### src/dbexp_pkg.sv
// Package with the constants of the daughterboard expansion decode block.
package dbexp_pkg;
	localparam int ADDR_W = 23;
	localparam int XADDR_W = 22;
	localparam int DATA_W = 16;
	localparam int XDATA_W = 32;
	localparam int PAGE_W = 5;
	localparam int FLAG_N = 4;
	localparam int SPORT_W = 6;
	localparam int PROG_SEL_BIT = 22;
	localparam int IO_SEL_BIT = 15;
	localparam int WIN_LOW_W = 15;
	localparam logic TARGET_SEL_RESET = 1'h1;
	localparam logic [4:0] PAGE_RESET = 5'h00;
	// Two inputs and two outputs by default; a one marks an output.
	localparam logic [3:0] FLAG_DIR_RESET = 4'hC;
	localparam logic [7:0] REG_CTRL = 8'h00;
	localparam logic [7:0] REG_PAGE = 8'h04;
	localparam logic [7:0] REG_FLAG = 8'h08;
	localparam logic [7:0] REG_STAT = 8'h0C;
	localparam int CTRL_TARGET_BIT = 0;
	localparam int CTRL_HPI_BOOT_BIT = 1;
	localparam int CTRL_CARD_INT_BIT = 2;
	localparam int FLAG_DIR_LSB = 0;
	localparam int FLAG_OUT_LSB = 4;
endpackage

### src/daughterboard_expansion_decode.sv
// Glue logic exposing the DSP memory bus and peripherals to a daughterboard.
// Behaviour
// - A program access reaches the card only while address bit 22 is high.
// - A data access goes to the card only while the target select is one.
// - An I/O access goes to the card only while address bit 15 is high.
// - The five-bit page field supplies upper card address bits for data/I/O.
// - The card data space enable is active only with target select and strobe.
// - Program accesses pass address bits 21 to 0; data/I/O pass bits 14 to 0; bit 22 is withheld.
// - The card data bus is 32 bits, DSP data forming the low half.
// - Read, output, memory strobe and write enables go to the card; ready comes back from it.
// - DSP serial ports 0 and 2 appear as card serial ports 0 and 1.
// - Card interrupt two reaches the DSP only when not used as boot indicator.
// - Each of the four flag lines has its own direction bit.
// - A DSP-driven interrupt goes to the card beside acknowledge and inputs.
// - After reset the target select is one.
// - On-board program memory is selected only while address bit 22 is low.
//
// Decided for this implementation: the address-and-strobe port and the placing of the registers.
`timescale 1ns/100ps
`default_nettype none
module daughterboard_expansion_decode (
	// Clock, reset, enable.
	input wire logic SYS_CLK_I,
	input wire logic RESETN_I,
	input wire logic CE_I,
	// Register port.
	input wire logic [7:0] REG_ADDR_I,
	input wire logic [31:0] REG_WDATA_I,
	input wire logic REG_WR_I,
	input wire logic REG_RD_I,
	output logic [31:0] REG_RDATA_O,
	// DSP memory side, active-low strobes.
	input wire logic [22:0] DSP_ADDR_I,
	input wire logic DSP_PS_N_I,
	input wire logic DSP_DS_N_I,
	input wire logic DSP_IS_N_I,
	input wire logic DSP_MSTRB_N_I,
	input wire logic DSP_IOSTRB_N_I,
	input wire logic DSP_RW_I,
	input wire logic [15:0] DSP_DATA_I,
	output logic [15:0] DSP_DATA_O,
	output logic DSP_READY_O,
	// On-board memory selects.
	output logic BOARD_PROG_SEL_N_O,
	output logic BOARD_DATA_SEL_N_O,
	// Card memory side.
	output logic [21:0] CARD_ADDR_O,
	output logic [31:0] CARD_DATA_O,
	output logic [31:0] CARD_DATA_OE_N_O,
	input wire logic [31:0] CARD_DATA_I,
	output logic EXPANSION_DATA_SPACE_ENABLE_N_O,
	output logic EXPANSION_PROGRAM_SPACE_ENABLE_N_O,
	output logic EXPANSION_IO_SPACE_ENABLE_N_O,
	output logic EXPANSION_READ_ENABLE_N_O,
	output logic CARD_OUTPUT_ENABLE_N_O,
	output logic EXPANSION_MEMORY_STROBE_N_O,
	output logic CARD_WRITE_ENABLE_N_O,
	output logic EXPANSION_IO_STROBE_N_O,
	input wire logic CARD_READY_N_I,
	// Serial ports: DSP side and card side, six signals each.
	input wire logic [5:0] DSP_SPORT0_I,
	input wire logic [5:0] DSP_SPORT2_I,
	output logic [5:0] CARD_SPORT0_O,
	output logic [5:0] CARD_SPORT1_O,
	// Interrupts and peripheral signals.
	input wire logic [3:0] CARD_INT_N_I,
	output logic [3:0] DSP_INT_N_O,
	input wire logic DSP_INTERRUPT_ACKNOWLEDGE_N_I,
	output logic CARD_INTERRUPT_ACKNOWLEDGE_N_O,
	output logic BOARD_TO_CARD_INTERRUPT_N_O,
	input wire logic DSP_TIMER_OUTPUT_I,
	output logic CARD_TIMER_OUTPUT_O,
	input wire logic DSP_GENERAL_OUTPUT_FLAG_I,
	output logic CARD_GENERAL_OUTPUT_FLAG_O,
	input wire logic CARD_GENERAL_INPUT_FLAG_N_I,
	output logic DSP_GENERAL_INPUT_FLAG_N_O,
	// General-purpose flag pins, three signals each.
	input wire logic [3:0] FLAG_I,
	output logic [3:0] FLAG_O,
	output logic [3:0] FLAG_OE_N_O
);

	logic target_sel_reg, target_sel_next;
	logic hpi_boot_reg, hpi_boot_next;
	logic card_int_reg, card_int_next;
	logic [4:0] page_reg, page_next;
	logic [3:0] flag_dir_reg, flag_dir_next;
	logic [3:0] flag_out_reg, flag_out_next;
	logic [31:0] rdata_reg, rdata_next;
	logic [3:0] flag_s1_reg, flag_s2_reg;
	logic rdy_s1_reg, rdy_s2_reg;
	logic prog_card, data_card, io_card, card_any;
	logic prog_board, data_board;
	logic read_cyc;

	// Register write decode.
	function automatic logic hit(input logic [7:0] a, input logic [7:0] r);
		return a == r;
	endfunction

	always_comb begin
		target_sel_next = target_sel_reg;
		hpi_boot_next = hpi_boot_reg;
		card_int_next = card_int_reg;
		page_next = page_reg;
		flag_dir_next = flag_dir_reg;
		flag_out_next = flag_out_reg;
		rdata_next = 32'h00000000;
		if (REG_WR_I && hit(REG_ADDR_I, dbexp_pkg::REG_CTRL)) begin
			target_sel_next = REG_WDATA_I[dbexp_pkg::CTRL_TARGET_BIT];
			hpi_boot_next = REG_WDATA_I[dbexp_pkg::CTRL_HPI_BOOT_BIT];
			card_int_next = REG_WDATA_I[dbexp_pkg::CTRL_CARD_INT_BIT];
		end
		if (REG_WR_I && hit(REG_ADDR_I, dbexp_pkg::REG_PAGE)) begin
			page_next = REG_WDATA_I[4:0];
		end
		if (REG_WR_I && hit(REG_ADDR_I, dbexp_pkg::REG_FLAG)) begin
			flag_dir_next = REG_WDATA_I[dbexp_pkg::FLAG_DIR_LSB +: 4];
			flag_out_next = REG_WDATA_I[dbexp_pkg::FLAG_OUT_LSB +: 4];
		end
		if (REG_RD_I) begin
			case (REG_ADDR_I)
				dbexp_pkg::REG_CTRL: rdata_next = {29'h00000000,
					card_int_reg, hpi_boot_reg, target_sel_reg};
				dbexp_pkg::REG_PAGE: rdata_next = {27'h0000000, page_reg};
				dbexp_pkg::REG_FLAG: rdata_next = {24'h000000,
					flag_out_reg, flag_dir_reg};
				// Status shows the synchronised flag pins and card ready.
				dbexp_pkg::REG_STAT: rdata_next = {27'h0000000,
					~rdy_s2_reg, flag_s2_reg};
				default: rdata_next = 32'h00000000;
			endcase
		end
	end

	always_ff @(posedge SYS_CLK_I) begin
		if (!RESETN_I) begin
			target_sel_reg <= dbexp_pkg::TARGET_SEL_RESET;
			hpi_boot_reg <= 1'h0;
			card_int_reg <= 1'h0;
			page_reg <= dbexp_pkg::PAGE_RESET;
			flag_dir_reg <= dbexp_pkg::FLAG_DIR_RESET;
			flag_out_reg <= 4'h0;
			rdata_reg <= 32'h00000000;
			flag_s1_reg <= 4'h0;
			flag_s2_reg <= 4'h0;
			rdy_s1_reg <= 1'h1;
			rdy_s2_reg <= 1'h1;
		end else if (CE_I) begin
			target_sel_reg <= target_sel_next;
			hpi_boot_reg <= hpi_boot_next;
			card_int_reg <= card_int_next;
			page_reg <= page_next;
			flag_dir_reg <= flag_dir_next;
			flag_out_reg <= flag_out_next;
			rdata_reg <= rdata_next;
			flag_s1_reg <= FLAG_I;
			flag_s2_reg <= flag_s1_reg;
			rdy_s1_reg <= CARD_READY_N_I;
			rdy_s2_reg <= rdy_s1_reg;
		end
	end

	assign REG_RDATA_O = rdata_reg;

	// Space decode; the strobes are asynchronous glue on the memory path.
	always_comb begin
		prog_card = !DSP_PS_N_I && DSP_ADDR_I[dbexp_pkg::PROG_SEL_BIT];
		prog_board = !DSP_PS_N_I && !DSP_ADDR_I[dbexp_pkg::PROG_SEL_BIT];
		data_card = !DSP_DS_N_I && target_sel_reg;
		data_board = !DSP_DS_N_I && !target_sel_reg;
		io_card = !DSP_IS_N_I && DSP_ADDR_I[dbexp_pkg::IO_SEL_BIT];
		card_any = prog_card || data_card || io_card;
		read_cyc = DSP_RW_I && card_any;
	end

	assign BOARD_PROG_SEL_N_O = !(prog_board && !card_any);
	assign BOARD_DATA_SEL_N_O = !(data_board && !card_any);
	assign EXPANSION_PROGRAM_SPACE_ENABLE_N_O = !prog_card;
	assign EXPANSION_DATA_SPACE_ENABLE_N_O = !data_card;
	assign EXPANSION_IO_SPACE_ENABLE_N_O = !io_card;

	// Data and I/O take the page as upper bits; program passes 21:0.
	always_comb begin
		if (!DSP_PS_N_I) begin
			CARD_ADDR_O = DSP_ADDR_I[21:0];
		end else begin
			CARD_ADDR_O = {2'h0, page_reg,
				DSP_ADDR_I[dbexp_pkg::WIN_LOW_W-1:0]};
		end
	end

	// Memory controls derived from the DSP strobes.
	assign EXPANSION_MEMORY_STROBE_N_O = DSP_MSTRB_N_I || !card_any;
	assign EXPANSION_IO_STROBE_N_O = DSP_IOSTRB_N_I || !io_card;
	assign EXPANSION_READ_ENABLE_N_O = !(read_cyc &&
		!(DSP_MSTRB_N_I && DSP_IOSTRB_N_I));
	assign CARD_OUTPUT_ENABLE_N_O = !read_cyc;
	assign CARD_WRITE_ENABLE_N_O = !(!DSP_RW_I && card_any &&
		!(DSP_MSTRB_N_I && DSP_IOSTRB_N_I));
	// The DSP waits while the card holds ready inactive.
	assign DSP_READY_O = !card_any || !rdy_s2_reg;

	assign CARD_DATA_O = {16'h0000, DSP_DATA_I};
	assign CARD_DATA_OE_N_O = {32{!(card_any && !DSP_RW_I)}};
	assign DSP_DATA_O = CARD_DATA_I[15:0];

	assign CARD_SPORT0_O = DSP_SPORT0_I;
	assign CARD_SPORT1_O = DSP_SPORT2_I;

	assign DSP_INT_N_O = {CARD_INT_N_I[3],
		CARD_INT_N_I[2] || hpi_boot_reg, CARD_INT_N_I[1:0]};
	assign CARD_INTERRUPT_ACKNOWLEDGE_N_O = DSP_INTERRUPT_ACKNOWLEDGE_N_I;
	assign BOARD_TO_CARD_INTERRUPT_N_O = !card_int_reg;
	assign CARD_TIMER_OUTPUT_O = DSP_TIMER_OUTPUT_I;
	assign CARD_GENERAL_OUTPUT_FLAG_O = DSP_GENERAL_OUTPUT_FLAG_I;
	assign DSP_GENERAL_INPUT_FLAG_N_O = CARD_GENERAL_INPUT_FLAG_N_I;

	genvar g;
	generate
		for (g = 0; g < dbexp_pkg::FLAG_N; g++) begin : g_flag
			assign FLAG_O[g] = flag_out_reg[g];
			assign FLAG_OE_N_O[g] = !flag_dir_reg[g];
		end
	endgenerate
endmodule // daughterboard_expansion_decode
`default_nettype wire

### config.mk
export PLATFORM = sky130hd
export DESIGN_NAME = daughterboard_expansion_decode
export DESIGN_NICKNAME = d
export VERILOG_FILES = /design/src/dbexp_pkg.sv /design/src/daughterboard_expansion_decode.sv
export SDC_FILE = /design/constraint.sdc
export NUM_CORES = 1
export LEC_CHECK = 0
export ABC_AREA = 1
export BUFFER_PORTS_ARGS = -buffer_cell sky130_fd_sc_hd__clkbuf_2
export CAP_MARGIN = 10
export CORE_AREA = 2 2 123 125
export CTS_CLUSTER_DIAMETER = 60
export DETAILED_ROUTE_END_ITERATION = 12
export DIE_AREA = 0 0 125 127
export SYNTH_ARGS = -nofsm -noshare
export SYNTH_HDL_FRONTEND = slang
export SYNTH_SLANG_ARGS = --single-unit
### constraint.sdc
create_clock -name SYS_CLK_I -period 1.95 [get_ports SYS_CLK_I]
set_input_delay 0.2925 -clock SYS_CLK_I [delete_from_list [all_inputs] [get_ports SYS_CLK_I]]
set_output_delay 0.2925 -clock SYS_CLK_I [all_outputs]
set_load 0.02 [all_outputs]
Yosys cells after proc, flatten, opt, wreduce, memory -nomap -nowiden
Cells that the tools add are included.
{"block": "op_classes", "n_bitwise": 1, "mux": 3, "n_eq_ne": 3, "n_reduce_logical": 48}
{"op": "$pmux W8 S4", "count": 1}
{"op": "$logic_not A1 Y1", "count": 23}
{"op": "$mux W22", "count": 1}
{"op": "$eq A8 B4 Y1 const B", "count": 2}
{"op": "$logic_and A1 B1 Y1", "count": 15}
{"op": "$eq A8 B3 Y1 const B", "count": 1}
{"op": "$logic_not A8 Y1", "count": 1}
{"op": "$mux W8", "count": 1}
{"op": "$logic_or A1 B1 Y1", "count": 6}
{"op": "$reduce_and A2 Y1", "count": 3}
{"op": "$not A1 Y1", "count": 1}
{"block": "totals", "input_bits": 147, "out_inout_bits": 174, "wordCells": 66, "ff_bits": 58}

Depth between registers and ports, before layout
Gate-level depths: netlist (run 1).
{"block": "depth", "word_depth": 7, "mapped_depth": 9, "ltp_nobuf": 9}

Worst setup path after synthesis (run 1)
No wires, ideal clock.
{"block": "synth_path", "path_kind": "register -> output", "startpoint": "reg target_sel_reg", "endpoint": "out CARD_DATA_OE_N_O[10]", "n_path_buf": 1, "t_arrival_ps": 1633, "slack_ps": 25, "required_time_ps": 1657, "stages_incl_launch_ff": 7, "path_cell_list": "dfxtp_1 > inv_1 > nor2_1 > inv_1 > nand3_2 > nand2_1 > buf_4"}
{"block": "synth_via", "elab_chain_len": 5}
{"element": "from (decl)", "line": "daughterboard_expansion_decode.sv:83", "text": "logic target_sel_reg, target_sel_next;"}
{"element": "from (signal assigned)", "line": "daughterboard_expansion_decode.sv:138", "text": "target_sel_reg <= dbexp_pkg::TARGET_SEL_RESET;"}
{"element": "from (signal assigned)", "line": "daughterboard_expansion_decode.sv:150", "text": "target_sel_reg <= target_sel_next;"}
{"element": "$logic_and A1 B1 Y1", "line": "daughterboard_expansion_decode.sv:170", "text": "data_card = !DSP_DS_N_I && target_sel_reg;"}
{"element": "$logic_or A1 B1 Y1 (2 in a row)", "line": "daughterboard_expansion_decode.sv:173", "text": "card_any = prog_card || data_card || io_card;"}
{"element": "$logic_and A1 B1 Y1", "line": "daughterboard_expansion_decode.sv:205", "text": "assign CARD_DATA_OE_N_O = {32{!(card_any && !DSP_RW_I)}};"}
{"element": "$logic_not A1 Y1", "line": "daughterboard_expansion_decode.sv:205"}
{"element": "to (decl)", "line": "daughterboard_expansion_decode.sv:49", "text": "output logic [31:0] CARD_DATA_OE_N_O,"}
Every way passes these cells.

Worst setup path in the final report (run 1)
{"block": "layout_path", "startpoint": "reg target_sel_reg", "endpoint": "out EXPANSION_MEMORY_STROBE_N_O"}
{"block": "layout_via", "elab_chain_len": 5}
{"element": "$logic_and A1 B1 Y1", "line": "daughterboard_expansion_decode.sv:170"}
{"element": "$logic_or A1 B1 Y1 (2 in a row)", "line": "daughterboard_expansion_decode.sv:173"}
{"element": "$logic_not A1 Y1", "line": "daughterboard_expansion_decode.sv:194", "text": "assign EXPANSION_MEMORY_STROBE_N_O = DSP_MSTRB_N_I || !card_any;"}
{"element": "$logic_or A1 B1 Y1", "line": "daughterboard_expansion_decode.sv:194"}
{"element": "to (decl)", "line": "daughterboard_expansion_decode.sv:56", "text": "output logic EXPANSION_MEMORY_STROBE_N_O,"}
Every way passes these cells.

==> impl_metrics.ini, run 1 <==
[synthesis]
synth.most_common_cell = buf_4
synth_area_um2 = 2700
synth.distinct_cells = 27
syn-instance-count = 379
synth_area_leaders = buf_4, dfxtp_1, nand2_1
synthArstFlopShare_pct = 0
synthTopCellsByCount = buf_4, nand2_1, dfxtp_1
syn_area_per_cell_um2 = 7.12
ys.warnings.count = 0
yosysTopAreaCell = buf_4
synth.top_cell.area_share_pct = 38.1
ys_ff_latch = 34
ys_seq_area_share_pct = 25.2
synth_edf_count = 0
synthFlopType = dfxtp_1

[drt]
ant_nets = 0
firstDrtPassIters = 4
vias = 2076
drc = 0
routedWlPerCell_um = 12.8
drt_iter0_drc = 48
via_per_inst = 3.59
wl_um = 7420

[clock_tree]
root_buffer = clkbuf_16
cts_tree = done
post_cts_buffers = 0
cts.clk_slew.worst_paths_ps = 50
cts-hold-fix-buffers = 0
clk_latency_ps = 280
htree_levels = 2
cts_sinks = 34
numCtsBuffers = 5
cts_resized = 0
clock_path_buffers = 2

[global_routing]
grt_remaining_overflow = 0
antenna_found_initial = 0
grt_usage_pct = 8.84
grt_max_degree = 33
grt_pass1_wl_um = 10700
grt_pass1_vias = 1851

[place]
post_dp_cell_area_um2 = 2590
routabilityCongestion = 0.791
port_buffers = 108
dp_hpwl_um = 6400
dp_cells = 570

[sta]
hold_ws_ps = 229
clock.fmax_mhz = 582
finalMaxSlewViolations = 0
fin_crit_sh_pct = 88.1
finalSetupTns_ps = 0
rsz0062_at_grt = false
skew_ps = 1.85
final-setup-viol-count = 0
period_needed_ps = 1720
hold_viol = 0

[die]
die_y_um = 127
start_util_pct = 18.7
pin_count = 321
coreArea_um2 = 14400
rows = 44
die_area_um2 = 15900
die_x_um = 125

[setup_path]
worstPathRequired_ps = 1660
startpoint = target_sel_reg$_SDFFE_PN1P_
start_kind = register
end_kind = primary output
crit-reg2reg-launch = target_sel_reg$_SDFFE_PN1P_
critical_path_class = register to primary output
crit_fanout = 6
worstPathArrival_ps = 1430

[layout]
largest_reg_flops = 8
drive_above_1_share_pct = 36.0
syn_to_final_growth_pct = 1.99
nets = 540
fin_cells = 578
antenna_cells = 0
stdcell_area_um2 = 2750

[pwr]
powerDensity_nw_per_um2 = 712
leakagePower_nw = 1.48
irDropWorstVdd_v = 0.000416

[min_path]
hold_start = CARD_READY_N_I
hold_class = input port to register

[outcome]
status = complete, no violations

[job]
max-cap-violations = 0
-- cell families after synthesis --
group,count (synthesis),synth area share (%)
other cells,1,0.139
compound gates,47,9.13
simple gates,122,21.4
buf+inv,175,44.1
flops,34,25.2
-- where the power goes --
| group | internal, mW | switching (mW) | total, mW | leakage (nW) |
|---|---|---|---|---|
| sequential | 0.710 | 0.00835 | 0.718 | 0.276 |
| combinational | 0.107 | 0.281 | 0.388 | 1.12 |
| clock | 0.577 | 0.277 | 0.854 | 0.0832 |
-- path summary, 6_finish.rpt --
path,endpoint,slack (ps),cells past startpoint
max,EXPANSION_MEMORY_STROBE_N_O,230,7
min,rdy_s1_reg$_SDFFE_PN1P_,230,3
max reg2reg,REG_RDATA_O[0]$_SDFFE_PN0P_,1010,5
min reg2reg,REG_RDATA_O[6]$_SDFFE_PN0P_,460,2
-- per-layer routing --
| metal | vias to the layer above | GRT usage, % | share of wire [%] |
|---|---|---|---|
| met4 | 0 | 4.51 | 4.1 |
| met3 | 31 | 3.89 | 11 |
| met1 | 878 | 9.22 | 36 |
| met5 | - | 0 | 0 |
| li1 | 1041 | - | - |
| met2 | 126 | 15.2 | 49 |
-- cell type report --
| type | count | area, um2 |
|---|---|---|
| Timing Repair Buffer | 112 | 583 |
| Sequential cell | 34 | 681 |
| Tap cell | 184 | 230 |
| Multi-Input combinational cell | 209 | 973 |
| Fill cell | 1664 | 11700 |
| Inverter | 31 | 119 |
| Clock buffer | 8 | 166 |
-- worst max-delay path, cell delays in order (launching register included) --
cell	delay, ps
dfxtp_1	320
inv_1	70
nor2_1	80
inv_1	70
nand3_2	110
inv_1	80
or2_2	270
clkbuf_2	150
-- through the flow --
step	utilization, %	setup WS (ps)	power (mW)
global placement	17.9	390	1.12
detailed placement	17.9	368	1.12
finish	19.1	232	1.96
global route	19.1	62.9	2.05
floorplan	-	24.6	1.30
CTS	19.1	195	1.98
-- layout by cell type, fill, tap and decap left out, drive strengths merged --
master	synthesis	routed
clkinv	1	1
conb	1	40
o211ai	3	3
nand3	20	20
inv	30	30
or2	3	3
nand2	59	59
nor2	37	37
a21oi	18	18
nand3b	1	1
dfxtp	34	34
nor3	2	2
clkbuf	3	116
o21ai	26	26
buf	141	4
Note: power is estimated with default switching activity, not from simulation.
==> inputs of run 2 (changes only) <==
==> constraint.sdc (replaced) <==
create_clock -name SYS_CLK_I -period 1.8 [get_ports SYS_CLK_I]
set_input_delay 0.27 -clock SYS_CLK_I [delete_from_list [all_inputs] [get_ports SYS_CLK_I]]
set_output_delay 0.27 -clock SYS_CLK_I [all_outputs]
set_load 0.02 [all_outputs]
==> run 2 against run 1 <==
  * Clock power shrank 1%
  * Power grew 4.5%
  * Register-to-register slack lost 70 ps
  * Die area is the same
  * Final area grew 1.0%
  * Worst hold slack lost 21 ps
  * Utilization grew 0.20 points
  * Setup slack lost 91 ps
  * Largest cell class unchanged
  * Largest power group unchanged
  * Highest routed layer is now met5
==> impl_metrics.ini, run 2 (same netlist as run 1, synthesis figures left out) <==
[place]
dp_cells = 573
routabilityCongestion = 0.812
dp_hpwl_um = 5710
port_buffers = 108

[layout]
antenna_cells = 0
drive_above_1_share_pct = 37.1
multi_input_comb_area_um2 = 983
fill_cells = 1658
largest_reg_flops = 8
mostFrequentLayoutCells = clkbuf_2, nand2_1, conb_1
final-seq-area_um2 = 681
nets = 545
fin_cells = 583
syn_to_final_growth_pct = 3.06
layout_commonest_cell = clkbuf_2

[drt]
ant_nets = 0
routedWlPerCell_um = 11.8
drc = 0
drt_iter0_drc = 73
wl_um = 6890
firstDrtPassIters = 4
via_per_inst = 3.57
vias = 2082

[setup_path]
crit_fanout = 5
slowest_stage = dfxtp_1
slowest_delay_ps = 320
start_kind = register
crit_top_cell = inv_1
worstPathRequired_ps = 1530
end_kind = primary output
path_cells = inv_1 > nor2_1 > inv_1 > nand3_4 > inv_2 > or2_2 > buf_2
worstPathArrival_ps = 1390
critical_path_class = register to primary output

[clock_tree]
cts.clk_slew.worst_paths_ps = 50
clk_latency_ps = 280
htree_levels = 2
root_buffer = clkbuf_16
cts_sinks = 34
numCtsBuffers = 5
cts_tree = done
clock_path_buffers = 2

[die]
die_x_um = 125
die_y_um = 127
rows = 44
coreArea_um2 = 14400
die_area_um2 = 15900
pin_count = 321
start_util_pct = 18.7

[outcome]
status = complete, no violations

[global_routing]
antenna_found_initial = 2
grt_max_degree = 33
grt_remaining_overflow = 0
grt_pass1_vias = 1873
grt_usage_pct = 8.14
grt_pass1_wl_um = 10200

[pwr]
powerDensity_nw_per_um2 = 737
leakagePower_nw = 1.49
irDropWorstVdd_v = 0.000503

[sta]
skew_ps = 5.21
rsz0062_at_grt = false
hold_viol = 0
finalMaxSlewViolations = 0
finalSetupTns_ps = 0
final-setup-viol-count = 0
clock.fmax_mhz = 603
period_needed_ps = 1660
fin_crit_sh_pct = 92.2

[job]
max-cap-violations = 0

[min_path]
hold_class = input port to register
==> run 2: through the flow <==
stage | instance area [um2] | power [mW] | util, % | setup slack (ps) | hold slack (ps)
after floorplan | 2850 | 1.41 | - | 182 | 396
after global placement | 2610 | 1.21 | 18.1 | 232 | 443
after detailed placement | 2610 | 1.22 | 18.1 | 228 | 449
after CTS | 2760 | 2.07 | 19.1 | 56.9 | 203
after global routing | 2780 | 2.15 | 19.3 | 0.590 | 215
final | 2780 | 2.05 | 19.3 | 141 | 208
==> run 2: worst max-delay path, delay by kind of cell (launching register included) <==
family	cells	cell delay (ps)
flops	1	320
simple gates	3	430
buf+inv	4	360
==> run 2: final timing paths <==
kind                               startpoint                     endpoint  depth (start not counted)  slack, ps
hold / removal                 CARD_READY_N_I      rdy_s1_reg$_SDFFE_PN1P_                          3        210
setup reg to reg  target_sel_reg$_SDFFE_PN1P_  REG_RDATA_O[0]$_SDFFE_PN0P_                          5        940
setup / recovery  target_sel_reg$_SDFFE_PN1P_  EXPANSION_MEMORY_STROBE_N_O                          7        140
hold reg to reg   REG_RDATA_O[3]$_SDFFE_PN0P_  REG_RDATA_O[3]$_SDFFE_PN0P_                          2        460
==> run 2: power by group <==
group / leakage, nW / total [mW] / internal, mW / switching, mW
sequential: 0.276 / 0.778 / 0.769 / 0.00907
clock: 0.0739 / 0.842 / 0.547 / 0.295
combinational: 1.14 / 0.429 / 0.123 / 0.306
==> run 2: layout make-up <==
cell class	count	area share [%]
Sequential cell	34	24.5
Clock buffer	7	5.13
Multi-Input combinational cell	209	35.4
Clock inverter	1	0.180
Tap cell	184	8.28
Inverter	31	4.27
Timing Repair Buffer	117	22.3
==> run 2: routing by layer <==
metal / wire [um] / global-route usage (%) / vias up / share of wire, %
met4: 496 / 5.95 / 4 / 7.2
li1: - / - / 1045 / -
met2: 3070 / 12.5 / 124 / 45
met3: 727 / 3.69 / 47 / 11
met5: 34 / 0 / - / 0.49
met1: 2560 / 8.89 / 862 / 37
==> run 2: timing repair <==
action,CTS,global route
gates resized for setup,0,3
buffers inserted,0,2
setup endpoints to repair,0,10
hold buffers,0,0
==> inputs of run 3 (changes only) <==
--- a/config.mk
+++ b/config.mk
@@ -8,10 +8,11 @@
 export ABC_AREA = 1
 export BUFFER_PORTS_ARGS = -buffer_cell sky130_fd_sc_hd__clkbuf_2
 export CAP_MARGIN = 10
-export CORE_AREA = 2 2 123 125
+export CORE_AREA = 2 2 124 126
 export CTS_CLUSTER_DIAMETER = 60
 export DETAILED_ROUTE_END_ITERATION = 12
-export DIE_AREA = 0 0 125 127
+export DIE_AREA = 0 0 126 128
+export PLACE_DENSITY_LB_ADDON = 0.15
 export SYNTH_ARGS = -nofsm -noshare
 export SYNTH_HDL_FRONTEND = slang
 export SYNTH_SLANG_ARGS = --single-unit
==> constraint.sdc (replaced) <==
create_clock -name SYS_CLK_I -period 1.5 [get_ports SYS_CLK_I]
set_input_delay 0.225 -clock SYS_CLK_I [delete_from_list [all_inputs] [get_ports SYS_CLK_I]]
set_output_delay 0.225 -clock SYS_CLK_I [all_outputs]
set_load 0.02 [all_outputs]
==> run 3 against run 2 <==
  * The flow now finishes with violations (setup timing)
  * Clock skew shrank 3.6 ps
  * Routed wire length grew 13%
  * Sequential share of layout area shrank 1.3 points
  * Cell count grew 2.2%
  * Register-to-register slack lost 370 ps
  * Clock power grew 15%
  * Via count grew 3.0%
  * Combinational power grew 31%
  * Worst hold slack lost 39 ps
  * Sequential cell count is the same
  * Global-route usage grew 0.95 points
  * Die area grew 1.6%
==> impl_metrics.ini, run 3 (same netlist as run 1, synthesis figures left out) <==
[sta]
finalMaxSlewViolations = 0
skew_ps = 1.60
hold_viol = 0
period_needed_ps = 1510
rsz0062_at_grt = true
finalSetupTns_ps = -12.4
worst_slack_ps = -12.4
hold_ws_ps = 169
clock.fmax_mhz = 661
final-setup-viol-count = 1
fin_crit_sh_pct = 101

[clock_tree]
numCtsBuffers = 5
cts.clk_slew.worst_paths_ps = 50
root_buffer = clkbuf_16
cts_sinks = 34
htree_levels = 2
cts-hold-fix-buffers = 0
clk_latency_ps = 270
cts_tree = done
clock_path_buffers = 2

[pwr]
irDropWorstVdd_v = 0.000377
leakagePower_nw = 1.54
clockPowerShare_pct = 39.3
seqPwrFrac_pct = 37.9
p_switching_mw = 0.753
internal_power_mw = 1.71
powerDensity_nw_per_um2 = 839
p_total_mw = 2.47
combPwrFrac_pct = 22.8
netSwitchingFraction_pct = 30.5

[drt]
ant_nets = 0
dr_wl_met2_um = 3990
wl_met1_um = 2810
drt_iter0_drc = 37
wl_um = 7770
routedWlPerCell_um = 13.0
wl_met3_um = 839
via_per_inst = 3.60
drc = 0
highest_layer = met4
firstDrtPassIters = 4
vias = 2145

[setup_path]
start_kind = register
crit_fanout = 4
path_cells = inv_2 > nor2_2 > inv_2 > nand3_4 > inv_2 > or2_4 > buf_8
end_kind = primary output
slowest_delay_ps = 330
worstPathArrival_ps = 1290
slowest_stage = dfxtp_2
r2r_cells = 5
worstPathRequired_ps = 1270
crit_top_cell = inv_2
critical_path_class = register to primary output

[die]
start_util_pct = 18.2
coreArea_um2 = 14900
die_y_um = 128
die_x_um = 126
rows = 45
die_area_um2 = 16100
pin_count = 321

[global_routing]
grt_pass1_wl_um = 11200
grt_pass1_vias = 1979
antenna_found_initial = 0
grt_max_degree = 33
grt_usage_pct = 9.09
grt_remaining_overflow = 0

[layout]
drive_above_1_share_pct = 39.7
largest_reg_flops = 8
syn_to_final_growth_pct = 8.90
layout_commonest_cell = clkbuf_2
antenna_cells = 0
multi_input_comb_area_um2 = 1010
mostFrequentLayoutCells = clkbuf_2, nand2_1, conb_1
nets = 555
fill_cells = 1715
final-seq-area_um2 = 682

[job]
max-cap-violations = 0

[place]
routabilityCongestion = 0.748
dp_hpwl_um = 6670
port_buffers = 108
preCtsSetupSlack_ps = 105

[min_path]
hold_class = input port to register
min_path_cells = 3

[outcome]
status = finished with violations
failed_checks = setup timing
==> run 3: per-stage QoR <==
stage | cells | cell area [um2] | util, %
2_1_floorplan | 418 | 2850 | -
3_3_place_gp | 586 | 2680 | 18.0
3_5_place_dp | 586 | 2680 | 18.0
4_1_cts | 596 | 2930 | 19.7
5_1_grt | 596 | 2940 | 19.8
6_report | 596 | 2940 | 19.8
==> run 3: layout make-up <==
class	count	area share [%]
Clock buffer	7	4.51
Inverter	31	4.04
Multi-Input combinational cell	209	34.3
Tap cell	188	8.00
Sequential cell	34	23.2
Timing Repair Buffer	127	26.0
==> run 3: worst max-delay path: cells and delay by family, from the launching register on <==
family	cells	cell delay (ps)
buffers and inverters	4	280
and+or+nand+nor	3	410
DFF	1	330
==> run 3: what timing repair did <==
| item | 4_1_cts | 5_1_grt |
|---|---|---|
| endpoints found under the setup margin | 38 | 39 |
| pin swaps | 1 | 2 |
| gates resized for setup | 25 | 40 |
| cloned | 0 | 0 |
| buffers inserted | 3 | 0 |
==> run 3: per-layer routing <==
metal | up-vias | GRT usage, %
met2 | 138 | 16.7
met5 | - | 0
met1 | 933 | 9.42
met3 | 12 | 3.92
li1 | 1062 | -
met4 | 0 | 2.52
==> run 3: power by group through the flow <==
stage	clock [mW]	combinational, mW	sequential [mW]
after floorplan	0	0.748	0.948
after global placement	0	0.528	0.953
after detailed placement	0	0.527	0.953
after CTS	1.00	0.564	0.934
after global routing	1.03	0.611	0.935
final	0.969	0.562	0.934
==> run 3: path summary, 6_finish.rpt <==
check	start	endpoint	slack [ps]
worst min register to register	rdy_s1_reg$_SDFFE_PN1P_	rdy_s1_reg$_SDFFE_PN1P_	460
worst min-delay path	CARD_READY_N_I	rdy_s1_reg$_SDFFE_PN1P_	170
worst max register to register	target_sel_reg$_SDFFE_PN1P_	REG_RDATA_O[0]$_SDFFE_PN0P_	570
worst max-delay path	target_sel_reg$_SDFFE_PN1P_	EXPANSION_MEMORY_STROBE_N_O	-10
